File: src/serial_port_zero_defs.vh
// constants for serial port zero: register indices, field positions, reset values, timing counts
`ifndef SERIAL_PORT_ZERO_DEFS_VH
`define SERIAL_PORT_ZERO_DEFS_VH

// ****************************************
// register indices (byte address = 4 * index)
// ****************************************
`define IDX_SERIAL_CONTROL 10'h098
`define IDX_SERIAL_BUFFER 10'h099
`define IDX_POWER_CONTROL 10'h0A0
`define IDX_BAUD_DIVISOR 10'h0A1
`define IDX_IRQ_STATUS 10'h0A2
`define IDX_IRQ_MASK 10'h0A3

// ****************************************
// serial_control field positions
// ****************************************
`define BIT_MODE0_FE 7
`define BIT_MODE1 6
`define BIT_MPE 5
`define BIT_REN 4
`define BIT_TX_NINTH 3
`define BIT_RX_NINTH 2
`define BIT_TX_DONE 1
`define BIT_RX_DONE 0

// ****************************************
// power_control_reg and interrupt fields
// ****************************************
`define BIT_FE_SELECT 0
`define BIT_MODE2_FAST 1
`define IRQ_RX_DONE 0
`define IRQ_TX_DONE 1
`define IRQ_FRAME_ERR 2

// ****************************************
// reset values
// ****************************************
`define RST_CONTROL 8'h00
`define RST_POWER 2'h0
`define RST_BAUD_DIV 16'h00D9
`define RST_IRQ 3'h0

// ****************************************
// bit times in oscillator periods
// ****************************************
`define M0_SLOW_CYC 16'h000C
`define M0_FAST_CYC 16'h0004
`define M2_SLOW_CYC 16'h0040
`define M2_FAST_CYC 16'h0020
`define MIN_BIT_CYC 16'h0002

`endif

File: src/bit_sync.v
// two flip-flop synchroniser for pin inputs
`timescale 1ns/1ps
module bit_sync #(
    parameter W = 1
) (
    // clock and reset
    input wire clk_i,
    input wire rst_i,
    // asynchronous input and synchronised output
    input wire [W-1:0] async_i,
    output reg [W-1:0] sync_o
);
    reg [W-1:0] meta;

    // idle serial lines rest high, so reset to ones
    always @(posedge clk_i) begin
        if (rst_i) begin
            meta <= {W{1'b1}};
            sync_o <= {W{1'b1}};
        end else begin
            meta <= async_i;
            sync_o <= meta;
        end
    end
endmodule // bit_sync

File: src/rate_divider.v
// bit-time divider: period counter with mid-point and half-period markers
`timescale 1ns/1ps
module rate_divider (
    // clock and reset
    input wire clk_i,
    input wire rst_i,
    // control
    input wire restart_i,
    input wire [15:0] period_i,
    // timing marks
    output wire tick_o,
    output wire mid_o,
    output wire high_o
);
    reg [15:0] cnt;
    wire [15:0] half = {1'b0, period_i[15:1]};

    assign tick_o = (cnt == period_i - 16'h0001);
    assign mid_o = (cnt == half - 16'h0001);
    assign high_o = (cnt >= half);

    // restart aligns the bit grid to a frame start edge
    always @(posedge clk_i) begin
        if (rst_i || restart_i) begin
            cnt <= 16'h0000;
        end else if (tick_o) begin
            cnt <= 16'h0000;
        end else begin
            cnt <= cnt + 16'h0001;
        end
    end
endmodule // rate_divider

File: src/serial_port_zero.v
// serial port zero: wishbone register file, frame transmitter and receiver
//
// Notes on behaviour
// - two mode bits select shift or async modes
// - bad stop bit sets frame error bit
// - modes 2/3 multiproc: ninth zero, no rx flag
// - mode 1 multiproc: need valid stop bit
// - mode 0: multiproc bit picks /12 or /4
// - reception only while receive enable set
// - modes 2/3 send software ninth bit
// - rx ninth bit holds ninth or stop
// - tx flag: end bit 8 or stop start
// - rx flag: end bit 8 or mid stop
// - buffer reads rx data, writes tx
`timescale 1ns/1ps
`include "serial_port_zero_defs.vh"
module serial_port_zero #(
    parameter [15:0] BAUD_DIV_RESET = `RST_BAUD_DIV
) (
    // clock and reset
    input wire clk_i,
    input wire rst_i,
    // wishbone classic slave
    input wire cyc_i,
    input wire stb_i,
    input wire we_i,
    input wire [11:2] adr_i,
    input wire [3:0] sel_i,
    input wire [31:0] dat_i,
    output reg [31:0] dat_o,
    output reg ack_o,
    // serial pins: rxd is two-way in mode 0, txd carries shift clock in mode 0
    input wire rxd_i,
    output wire rxd_o,
    output wire rxd_oe_o,
    output wire txd_o,
    // interrupt
    output wire irq_o
);
    // ****************************************
    // registers
    // ****************************************
    reg mode_bit0_or_frame_error;
    reg mode_bit1;
    reg multiproc_enable;
    reg rx_enable;
    reg tx_ninth_bit;
    reg rx_ninth_bit;
    reg tx_done_flag;
    reg rx_done_flag;
    reg frame_error;
    reg frame_error_select;
    reg mode2_fast;
    reg [15:0] baud_div;
    reg [2:0] irq_status;
    reg [2:0] irq_mask;
    reg [7:0] rx_data;

    reg tx_busy;
    reg [10:0] tx_shift;
    reg [3:0] tx_left;
    reg rx_busy;
    reg [3:0] rx_cnt;
    reg [10:0] rx_shift;
    reg rxd_prev;
    reg [15:0] period;
    reg [7:0] ctl_read;
    reg [31:0] next_dat;
    localparam [7:0] CTL_RESET = `RST_CONTROL;

    wire [1:0] mode = {mode_bit0_or_frame_error, mode_bit1};
    wire mode0 = (mode == 2'b00);
    wire mode1 = (mode == 2'b01);
    wire rxd_s;
    wire tx_tick;
    wire tx_high;
    wire rx_tick;
    wire rx_mid;
    wire rx_high;

    // ****************************************
    // bus decode
    // ****************************************
    wire req = cyc_i && stb_i;
    wire wr = req && we_i && ack_o;
    wire wr_ctl = wr && sel_i[0] && (adr_i == `IDX_SERIAL_CONTROL);
    wire wr_buf = wr && sel_i[0] && (adr_i == `IDX_SERIAL_BUFFER);
    wire wr_pwr = wr && sel_i[0] && (adr_i == `IDX_POWER_CONTROL);
    wire wr_baud = wr && (adr_i == `IDX_BAUD_DIVISOR);
    wire wr_ists = wr && sel_i[0] && (adr_i == `IDX_IRQ_STATUS);
    wire wr_imsk = wr && sel_i[0] && (adr_i == `IDX_IRQ_MASK);

    // ****************************************
    // bit-time selection
    // ****************************************
    always @* begin
        case (mode)
            2'b00: period = multiproc_enable ? `M0_FAST_CYC : `M0_SLOW_CYC;
            2'b10: period = mode2_fast ? `M2_FAST_CYC : `M2_SLOW_CYC;
            default: period = (baud_div < `MIN_BIT_CYC) ? `MIN_BIT_CYC : baud_div;
        endcase
    end

    // ****************************************
    // transmitter
    // ****************************************
    wire tx_step = tx_busy && tx_tick;
    // mode 0 ends after the 8th bit; async flags as the stop bit begins
    wire tx_done_set = tx_step && (mode0 ? (tx_left == 4'h1) : (tx_left == 4'h2));

    rate_divider tx_div (
        .clk_i(clk_i),
        .rst_i(rst_i),
        .restart_i(wr_buf),
        .period_i(period),
        .tick_o(tx_tick),
        .mid_o(),
        .high_o(tx_high)
    );

    // a write while busy restarts the frame rather than queueing it
    always @(posedge clk_i) begin
        if (rst_i) begin
            tx_busy <= 1'b0;
            tx_shift <= 11'h7FF;
            tx_left <= 4'h0;
        end else if (wr_buf) begin
            tx_busy <= 1'b1;
            case (mode)
                2'b00: begin
                    tx_shift <= {3'h7, dat_i[7:0]};
                    tx_left <= 4'h8;
                end
                2'b01: begin
                    tx_shift <= {2'h3, dat_i[7:0], 1'b0};
                    tx_left <= 4'hA;
                end
                default: begin
                    tx_shift <= {1'b1, tx_ninth_bit, dat_i[7:0], 1'b0};
                    tx_left <= 4'hB;
                end
            endcase
        end else if (tx_step) begin
            tx_shift <= {1'b1, tx_shift[10:1]};
            tx_left <= tx_left - 4'h1;
            if (tx_left == 4'h1) begin
                tx_busy <= 1'b0;
            end
        end
    end

    // ****************************************
    // receiver
    // ****************************************
    bit_sync #(
        .W(1)
    ) rxd_sync (
        .clk_i(clk_i),
        .rst_i(rst_i),
        .async_i(rxd_i),
        .sync_o(rxd_s)
    );

    always @(posedge clk_i) begin
        if (rst_i) begin
            rxd_prev <= 1'b1;
        end else begin
            rxd_prev <= rxd_s;
        end
    end

    wire rx_fall = rxd_prev && !rxd_s;
    wire rx_start_async = !rx_busy && rx_enable && !mode0 && rx_fall;
    // mode 0 reception is started by the device, only once the last byte was taken
    wire rx_start_sync = !rx_busy && !tx_busy && rx_enable && mode0 && !rx_done_flag;
    wire rx_start = rx_start_async || rx_start_sync;

    rate_divider rx_div (
        .clk_i(clk_i),
        .rst_i(rst_i),
        .restart_i(rx_start),
        .period_i(period),
        .tick_o(rx_tick),
        .mid_o(rx_mid),
        .high_o(rx_high)
    );

    wire [10:0] rx_next = {rxd_s, rx_shift[10:1]};
    wire rx_last = rx_busy && rx_mid && !mode0 && (rx_cnt == (mode1 ? 4'h9 : 4'hA));
    wire rx_stop = rxd_s;
    wire rx_ninth = rx_next[9];
    wire [7:0] rx_async_data = mode1 ? rx_next[9:2] : rx_next[8:1];
    // sampled mid-stop, so the flag lands halfway through the stop bit
    wire rx_accept = rx_last && (mode1 ? !(multiproc_enable && !rx_stop)
                                       : !(multiproc_enable && !rx_ninth));
    wire rx0_done = rx_busy && mode0 && rx_tick && (rx_cnt == 4'h8);
    wire rx_done_set = rx_accept || rx0_done;
    wire fe_set = rx_last && !rx_stop;

    always @(posedge clk_i) begin
        if (rst_i) begin
            rx_busy <= 1'b0;
            rx_cnt <= 4'h0;
            rx_shift <= 11'h000;
        end else if (rx_start) begin
            rx_busy <= 1'b1;
            rx_cnt <= 4'h0;
        end else if (rx_busy && !rx_enable) begin
            rx_busy <= 1'b0;
        end else if (rx0_done || rx_last) begin
            rx_busy <= 1'b0;
        end else if (rx_busy && rx_mid) begin
            if (!mode0 && rx_cnt == 4'h0 && rxd_s) begin
                // glitch, not a start bit
                rx_busy <= 1'b0;
            end else begin
                rx_shift <= rx_next;
                rx_cnt <= rx_cnt + 4'h1;
            end
        end
    end

    always @(posedge clk_i) begin
        if (rst_i) begin
            rx_data <= 8'h00;
        end else if (rx_accept) begin
            rx_data <= rx_async_data;
        end else if (rx0_done) begin
            rx_data <= rx_shift[10:3];
        end
    end

    // ****************************************
    // control and flag registers
    // ****************************************
    always @(posedge clk_i) begin
        if (rst_i) begin
            mode_bit0_or_frame_error <= CTL_RESET[`BIT_MODE0_FE];
            mode_bit1 <= CTL_RESET[`BIT_MODE1];
            multiproc_enable <= CTL_RESET[`BIT_MPE];
            rx_enable <= CTL_RESET[`BIT_REN];
            tx_ninth_bit <= CTL_RESET[`BIT_TX_NINTH];
            rx_ninth_bit <= CTL_RESET[`BIT_RX_NINTH];
            tx_done_flag <= CTL_RESET[`BIT_TX_DONE];
            rx_done_flag <= CTL_RESET[`BIT_RX_DONE];
            frame_error <= 1'b0;
            {mode2_fast, frame_error_select} <= `RST_POWER;
            baud_div <= BAUD_DIV_RESET;
            irq_mask <= `RST_IRQ;
            irq_status <= `RST_IRQ;
        end else begin
            if (wr_ctl) begin
                if (!frame_error_select) begin
                    mode_bit0_or_frame_error <= dat_i[`BIT_MODE0_FE];
                end
                mode_bit1 <= dat_i[`BIT_MODE1];
                multiproc_enable <= dat_i[`BIT_MPE];
                rx_enable <= dat_i[`BIT_REN];
                tx_ninth_bit <= dat_i[`BIT_TX_NINTH];
            end
            if (rx_accept) begin
                rx_ninth_bit <= mode1 ? rx_stop : rx_ninth;
            end else if (wr_ctl) begin
                rx_ninth_bit <= dat_i[`BIT_RX_NINTH];
            end
            tx_done_flag <= tx_done_set | (wr_ctl ? dat_i[`BIT_TX_DONE] : tx_done_flag);
            rx_done_flag <= rx_done_set | (wr_ctl ? dat_i[`BIT_RX_DONE] : rx_done_flag);
            frame_error <= fe_set | ((wr_ctl && frame_error_select) ? dat_i[`BIT_MODE0_FE] : frame_error);
            if (wr_pwr) begin
                frame_error_select <= dat_i[`BIT_FE_SELECT];
                mode2_fast <= dat_i[`BIT_MODE2_FAST];
            end
            if (wr_baud && sel_i[0]) begin
                baud_div[7:0] <= dat_i[7:0];
            end
            if (wr_baud && sel_i[1]) begin
                baud_div[15:8] <= dat_i[15:8];
            end
            if (wr_imsk) begin
                irq_mask <= dat_i[2:0];
            end
            // write one to clear; a same-cycle event keeps its bit set
            irq_status <= {fe_set, tx_done_set, rx_done_set} | (irq_status & ~(wr_ists ? dat_i[2:0] : 3'h0));
        end
    end

    // ****************************************
    // bus read and acknowledge
    // ****************************************
    always @* begin
        ctl_read = {frame_error_select ? frame_error : mode_bit0_or_frame_error, mode_bit1, multiproc_enable,
                    rx_enable, tx_ninth_bit, rx_ninth_bit, tx_done_flag, rx_done_flag};
        case (adr_i)
            `IDX_SERIAL_CONTROL: next_dat = {24'h000000, ctl_read};
            `IDX_SERIAL_BUFFER: next_dat = {24'h000000, rx_data};
            `IDX_POWER_CONTROL: next_dat = {30'h00000000, mode2_fast, frame_error_select};
            `IDX_BAUD_DIVISOR: next_dat = {16'h0000, baud_div};
            `IDX_IRQ_STATUS: next_dat = {29'h00000000, irq_status};
            `IDX_IRQ_MASK: next_dat = {29'h00000000, irq_mask};
            default: next_dat = 32'h00000000;
        endcase
    end

    // one wait state; unmapped addresses answer with zero data
    always @(posedge clk_i) begin
        if (rst_i) begin
            ack_o <= 1'b0;
            dat_o <= 32'h00000000;
        end else begin
            ack_o <= req && !ack_o;
            if (req && !ack_o) begin
                dat_o <= next_dat;
            end
        end
    end

    // ****************************************
    // pins and interrupt
    // ****************************************
    // mode 0: data on rxd, shift clock low in first half of each bit on txd
    assign rxd_o = tx_shift[0];
    assign rxd_oe_o = mode0 && tx_busy;
    assign txd_o = mode0 ? (tx_busy ? tx_high : (rx_busy ? rx_high : 1'b1))
                         : (tx_busy ? tx_shift[0] : 1'b1);
    assign irq_o = |(irq_status & irq_mask);

endmodule // serial_port_zero

File: config.mk
export PLATFORM = sky130hd
export DESIGN_NAME = serial_port_zero
export DESIGN_NICKNAME = d
export VERILOG_FILES = /design/src/bit_sync.v /design/src/rate_divider.v /design/src/serial_port_zero.v
export VERILOG_INCLUDE_DIRS = /design/src
export SDC_FILE = /design/constraint.sdc
export NUM_CORES = 1
export LEC_CHECK = 0
export BUFFER_PORTS_ARGS = -buffer_cell sky130_fd_sc_hd__buf_2
export CORE_MARGIN = 8
export CORE_UTILIZATION = 50
export CTS_CLUSTER_DIAMETER = 60
export DETAILED_ROUTE_END_ITERATION = 6
export PLACE_DENSITY = 0.7
export SYNTH_ARGS = -nofsm -noshare
export SYNTH_HDL_FRONTEND = slang
export SYNTH_SLANG_ARGS = --single-unit
File: constraint.sdc
create_clock -name clk_i -period 8 [get_ports clk_i]
set_input_delay 1.6 -clock clk_i [delete_from_list [all_inputs] [get_ports clk_i]]
set_output_delay 1.6 -clock clk_i [all_outputs]
set_load 0.01 [all_outputs]
==> metrics, run 1 <==
status complete, but fails checks; failing checks design-rule violations; # DRC 13; fin. max-slew vios 0; DPL Wire Length 17300 µm; DR WL/cell 18.8 µm; final hold vios 0; nature of the critical path endpoint flop; vias per std cell 6.07; final-stage net count 1127; RR Endpoint tx_left[1]; dominant synthesized flop cell dfxtp_1; clk buf depth 2; top-count cell post-synth dfxtp_1; worst vdd ir 0.147 mV; synthesized area 8440 µm²; WL final 24000 µm; f_max 0.175 GHz; CTS buffer count 17; required time worst endpoint 8.33 ns; antenna-violating nets left 0; final setup vio count 0; Initial DRC Count 753; Critical Path Start Type flop; post-route insts no fill 1274; asr flop ratio synth 0%; WHS 0.437 ns; CTS Sinks 122; largest net degree at the start of global routing 68; routed vias 7728; ratio of cells with drive above 1 in the final layout 12.6%; Setup Total Neg Slack 0 ns; Pwr Density 159 nW/µm²; Root Buffer clkbuf_16; hold wc startpoint rxd_sync.meta; # rows 47; Synth top area share 28.9%; RSZ-0062 raised after global routing no; leading area contributor after synthesis dfxtp_1; Clock Latency Late Sink 0.43 ns; Hold Crit Class reg2reg; R2R Setup Slk 2.30 ns; static leakage 0.00356 µW; Final Util 56.3%; Yosys warnings 0; sequential share of the synthesized area 28.9%; r2r worst-path depth 12; drt pass-1 iters 7; reg2reg start baud_div[4]; Max-slew headroom 28.0%; placed cell count 1242; initial core utilization 51.1%; Worst Hold End rxd_sync.sync_o; number of port buffers 54; Final Cycle Share 71.2%; GR Util All Layers 22.2%; Final min period 5.70 ns; number of max-cap violations 0; Post-CTS Resized 0; main area contributors after synthesis dfxtp_1, mux2i_1, nor2_1; CP Max Fanout 17; clock slew seen by the registers of the worst setup and hold paths 0.06 ns; CTS tree yes; Hold Buf Count CTS 0; Post-synth EDFFs 0; clock skew 0.00799 ns; WHS Path Cells 1; Synth Area per Inst 8.19 µm²; gr ovfl total 0; H-tree depth 4; area grow syn2layout 10.3%; Ant. Diodes 0; Post-Synthesis Cells 1031; Die Y 146 µm; Commonest cells post-synth dfxtp_1, nor2_1, nand2_1, a21oi_1, mux2i_1; CORE AREA 16500 µm²; Slew @ Worst Pin 1.08 ns; Final GP Congestion 1.01; Post-CTS Repair Setup Buffers 0; initial antenna violation count 0; number of global-route vias before repair 7200; chip width 146 µm; Data arrival, critical path 6.03 ns; Die Area 21300 µm²; CP Class reg2reg; synth unique cells 85; flops & latches, synth 122; first-pass GRT wire length 38300 µm; IO Pins 89
[cell families after synthesis]
logic type               count (synthesis)  share of synthesized area [%]
adder cells (fa/ha/maj)                 34                           5.04
multiplexers                            68                           8.14
other                                    1                         0.0444
flip-flops                             122                           28.9
AND/OR/NAND/NOR                        419                           26.5
buffers and inverters                  107                           6.06
XOR/XNOR                                70                           7.84
AO/OA/AOI/OAI                          210                           17.4
[final cells by class]
cell class | instances | area, µm²
Multi-Input combinational cell | 817 | 5560
Sequential cell | 122 | 2440
Clock buffer | 18 | 429
Tap cell | 220 | 275
Inverter | 20 | 75.1
Fill cell | 1539 | 7220
Clock inverter | 14 | 185
Timing Repair Buffer | 63 | 338
[cells in the final DEF, fill, tap and decap left out, types with 9 or more instances in the layout]
cell type,count
nand4_1,22
clkbuf_16,17
nor2_1,119
nand2b_1,12
a21o_1,10
conb_1,16
nor3_1,26
a21oi_1,64
o211ai_1,10
or3_1,17
dfxtp_1,121
and3_1,21
a31oi_1,15
buf_2,54
nand2_1,67
o21ai_0,25
mux2i_1,63
o31ai_1,13
inv_1,20
nor2b_1,16
nand3_1,43
buf_4,9
xnor2_1,39
ha_1,34
xor2_1,27
[metrics by stage]
step,setup WS [ns],cell area [µm²],total power [µW]
after floorplan,3.66,8500,670
after global placement,2.51,8690,687
after detailed placement,2.44,8690,688
after CTS,2.40,9310,1490
after global routing,1.98,9310,1520
final,2.30,9310,1480
[where the power goes]
group          internal (µW)  switching (µW)  total [µW]
Sequential               612            7.81         619
Combinational           19.6            36.2        55.8
Clock                    497             309         805
[worst max path at each step]
stage / start / endpoint / slack (ns) / cells after the start
5_1_grt: baud_div[4] / tx_left[1] / 1.98 / 12
6_report: baud_div[4] / tx_left[1] / 2.30 / 12
4_1_cts: baud_div[4] / tx_left[1] / 2.40 / 12
3_3_place_gp: baud_div[4] / tx_left[1] / 2.51 / 12
3_5_place_dp: baud_div[4] / tx_left[1] / 2.44 / 12
2_1_floorplan: baud_div[4] / tx_left[1] / 3.66 / 14
[registers in the layout (all words and copies together), names as in the netlist, 3 cells and up]
signal	flops
tx_div.cnt	16
baud_div	16
dat_o	16
tx_shift	10
rx_div.cnt	16
rx_shift	9
irq_mask	3
tx_left	4
irq_status	3
rx_data	8
rx_cnt	4
[routing by layer]
metal  vias to the layer above  global-route usage [%]  part of all wire (%)  wire, µm
met5                         -                       0                     0         0
li1                       3751                       -                     -         -
met1                      3643                    30.0                    46     11000
met3                        47                    4.04                   6.3      1520
met4                         0                    8.54                   2.6       613
met2                       287                    34.2                    45     10800
[worst max-delay path, stage by stage (launching register included)]
cell	delay [ns]
dfxtp_1	0.45
nor4_4	0.92
a41oi_1	0.56
ha_1	0.47
and4bb_2	0.33
a211oi_1	0.31
o21ai_1	0.11
a2111oi_2	0.47
nand2_1	0.08
or4_1	0.51
or4b_1	0.79
or4_1	0.50
o311ai_1	0.08
No activity file was read; power rests on OpenSTA's default activity.
==> inputs of run 2 (changes only) <==
ABC_AREA = 1   (was unset)
clock period = 5.45 ns   (was 8 ns; I/O delays follow)
==> run 2 against run 1 <==
The run now ends clean. Via count is 9.7% higher. Flip-flop and latch count stayed put. Combinational power is 69% higher. Global-route usage is 0.78 points higher. Register-to-register slack worse by 0.90 ns. Critical path type is now reg2out.
==> metrics, run 2 <==
hold wc startpoint rxd_sync.meta; routed vias 8478 (+9.7%); nature of the critical path endpoint output pin; Pwr Total 2200 µW (+49%); DPL Wire Length 18500 µm (+6.8%); asr flop ratio synth 0% (unchanged); Clock Latency Late Sink 0.43 ns (about the same); gr ovfl total 0 (unchanged); worst vdd ir 0.243 mV (+65%); Slew @ Worst Pin 0.993 ns (-0.0840 ns); number of port buffers 54 (unchanged); GR Util All Layers 22.9% (+0.78 points); Final GP Congestion 0.935 (-7.0%); slowest cell on the critical path dfxtp_1; Initial DRC Count 839 (+11%); area grow syn2layout 12.1%; DR WL/cell 15.6 µm (-17%); ratio of cells with drive above 1 in the final layout 11.5% (-1.1 points); post-place setup slack 1.34 ns (-1.10 ns); # rows 47 (unchanged); Worst Slack Setup Final 0.795 ns (-1.51 ns); final setup vio count 0 (unchanged); Commonest cells post-synth nand2_1, inv_1, nor2_1, dfxtp_1, nand3_1; top-count cell post-synth nand2_1; flops & latches, synth 122 (unchanged); clock slew seen by the registers of the worst setup and hold paths 0.06 ns (about the same); CP dominant cell by count nand2_1; Hold Crit Class reg2reg; Yosys warnings 0 (unchanged); number of global-route vias before repair 7694 (+6.9%); Post-CTS Repair Setup Buffers 0 (unchanged); f_max 0.215 GHz; main area contributors after synthesis dfxtp_1, nand2_1, inv_1; final hold vios 0 (unchanged); Synth top area share 29.4% (+0.46 points); number of max-cap violations 0 (unchanged); IO Pins 89 (unchanged); Ant. Diodes 0 (unchanged); reg2reg start baud_div[8]; Post-Synthesis Cells 1279 (+24%); Hold Buf Count CTS 0 (unchanged); fin. max-slew vios 0 (unchanged); CTS tree yes; Data arrival, critical path 3.56 ns (-2.47 ns); Max-slew headroom 33.2% (+5.2 points); R2R Setup Slk 1.40 ns (-0.90 ns); register area 2440 µm² (about the same); commonest non-fill, non-tap cells in the layout nand2_1, inv_1, nor2_1, dfxtp_1, nand3_1; WL final 24500 µm (+2.0%); Setup Total Neg Slack 0 ns (unchanged); leading area contributor after synthesis dfxtp_1; peak per-stage delay on the critical path 0.65 ns (-0.27 ns); antenna-violating nets left 0 (unchanged); CP Class reg2out; clock skew 0.0146 ns (+0.00663 ns); r2r worst-path depth 19 (+7); Buf/Inv on CP 3 (+3); synthesized area 8310 µm² (-1.6%); chip width 145 µm (-0.70%); RR Endpoint tx_div.cnt[13]; Worst Hold End rxd_sync.sync_o; H-tree depth 4 (unchanged); Multi-input gate area 5040 µm² (-9.3%); CP Max Fanout 15 (-2); fillcell total 1615 (+4.9%); CP top delay family simple AND/OR/NAND/NOR gates; largest net degree at the start of global routing 69 (+1.5%); clk buf depth 2 (unchanged); Synth Area per Inst 6.50 µm² (-21%); CTS buffer count 17 (unchanged); Die Area 21000 µm² (-1.4%); Root Buffer clkbuf_16; drt pass-1 iters 6 (-1); vias per std cell 5.41 (-11%); final-stage net count 1420 (+26%); Critical Path Start Type flop; Post-synth EDFFs 0 (unchanged); Final Cycle Share 85.4%; Final min period 4.65 ns; first-pass GRT wire length 39900 µm (+4.2%); crit-path cells nor2_2, a21oi_4, inv_1, nand2_1, nand2_1, inv_2, nand2_1, nand2_1, nand3_1, nand2_1, a21oi_1, o21ai_0, nand2_1, o2111ai_1, nand3_1, nand2_1, buf_2; CORE AREA 16400 µm² (-0.71%); sequential share of the synthesized area 29.4% (+0.46 points); initial antenna violation count 0 (unchanged); RSZ-0062 raised after global routing no; status complete, no violations; dominant synthesized flop cell dfxtp_1; CTS Sinks 122 (unchanged); required time worst endpoint 4.36 ns (-3.97 ns); Die Y 145 µm (-0.70%); static leakage 0.00428 µW (+20%); initial core utilization 50.6% (-0.44 points); WHS Path Cells 1 (unchanged); Post-CTS Resized 0 (unchanged); most common cell after layout, fill and taps aside nand2_1; synth unique cells 54 (-36%); Pwr Density 236 nW/µm² (+49%); # DRC 0 (-13)
run 2: how the worst max path moves through the flow:
stage	from	end	slack (ns)	depth (start not counted)
floorplan	mode_bit1	txd_o	2.43	9
global placement	mode_bit1	txd_o	1.34	10
detailed placement	mode_bit1	txd_o	1.34	10
CTS	mode_bit1	txd_o	0.87	10
global route	mode_bit1	txd_o	0.51	17
finish	mode_bit1	txd_o	0.80	17
run 2: layout make-up:
| type | count | area share (%) |
|---|---|---|
| repair buffers | 60 | 3.38 |
| well taps | 220 | 2.95 |
| clock buffers | 18 | 4.71 |
| inverters | 167 | 6.73 |
| clock inverters | 14 | 1.85 |
| multi-input cells | 966 | 54.1 |
| flip-flops and latches | 122 | 26.2 |
run 2: cell families (layout without fill, tap and decap cells):
family                     Yosys count  after routing  synth area share, %
and+or+nand+nor                    677            677                 36.9
buffers and inverters              206            259                 10.6
AOI/OAI and AO/OA                  200            200                 13.5
DFF                                122            122                 29.4
xor gates and xnor gates            39             39                 4.46
adders and majority gates           34             34                 5.12
other                                1             16               0.0451
run 2: per-stage QoR:
stage	utilization, %	hold WS [ns]	cells	instance area [µm²]
after floorplan	-	0.389	1294	8360
after global placement	53.1	0.398	1535	8700
after detailed placement	53.1	0.394	1535	8700
after CTS	56.8	0.409	1567	9320
after global routing	56.8	0.420	1567	9320
final	56.8	0.407	1567	9320
run 2: metal layers:
metal  track usage, %  vias to the layer above  wire (µm)
met4             7.05                        0        361
met5                0                        -          0
met3             3.76                       30       1910
met1             32.0                     3861      11400
met2             35.4                      300      10800
li1                 -                     4287          -
run 2: power by group:
part           switching [µW]  internal (µW)  leakage (µW)  total, µW
clock                     491            707      0.000303       1200
combinational            63.8           30.5       0.00299       94.4
sequential               7.96            901      0.000986        909
total                     563           1640       0.00428       2200
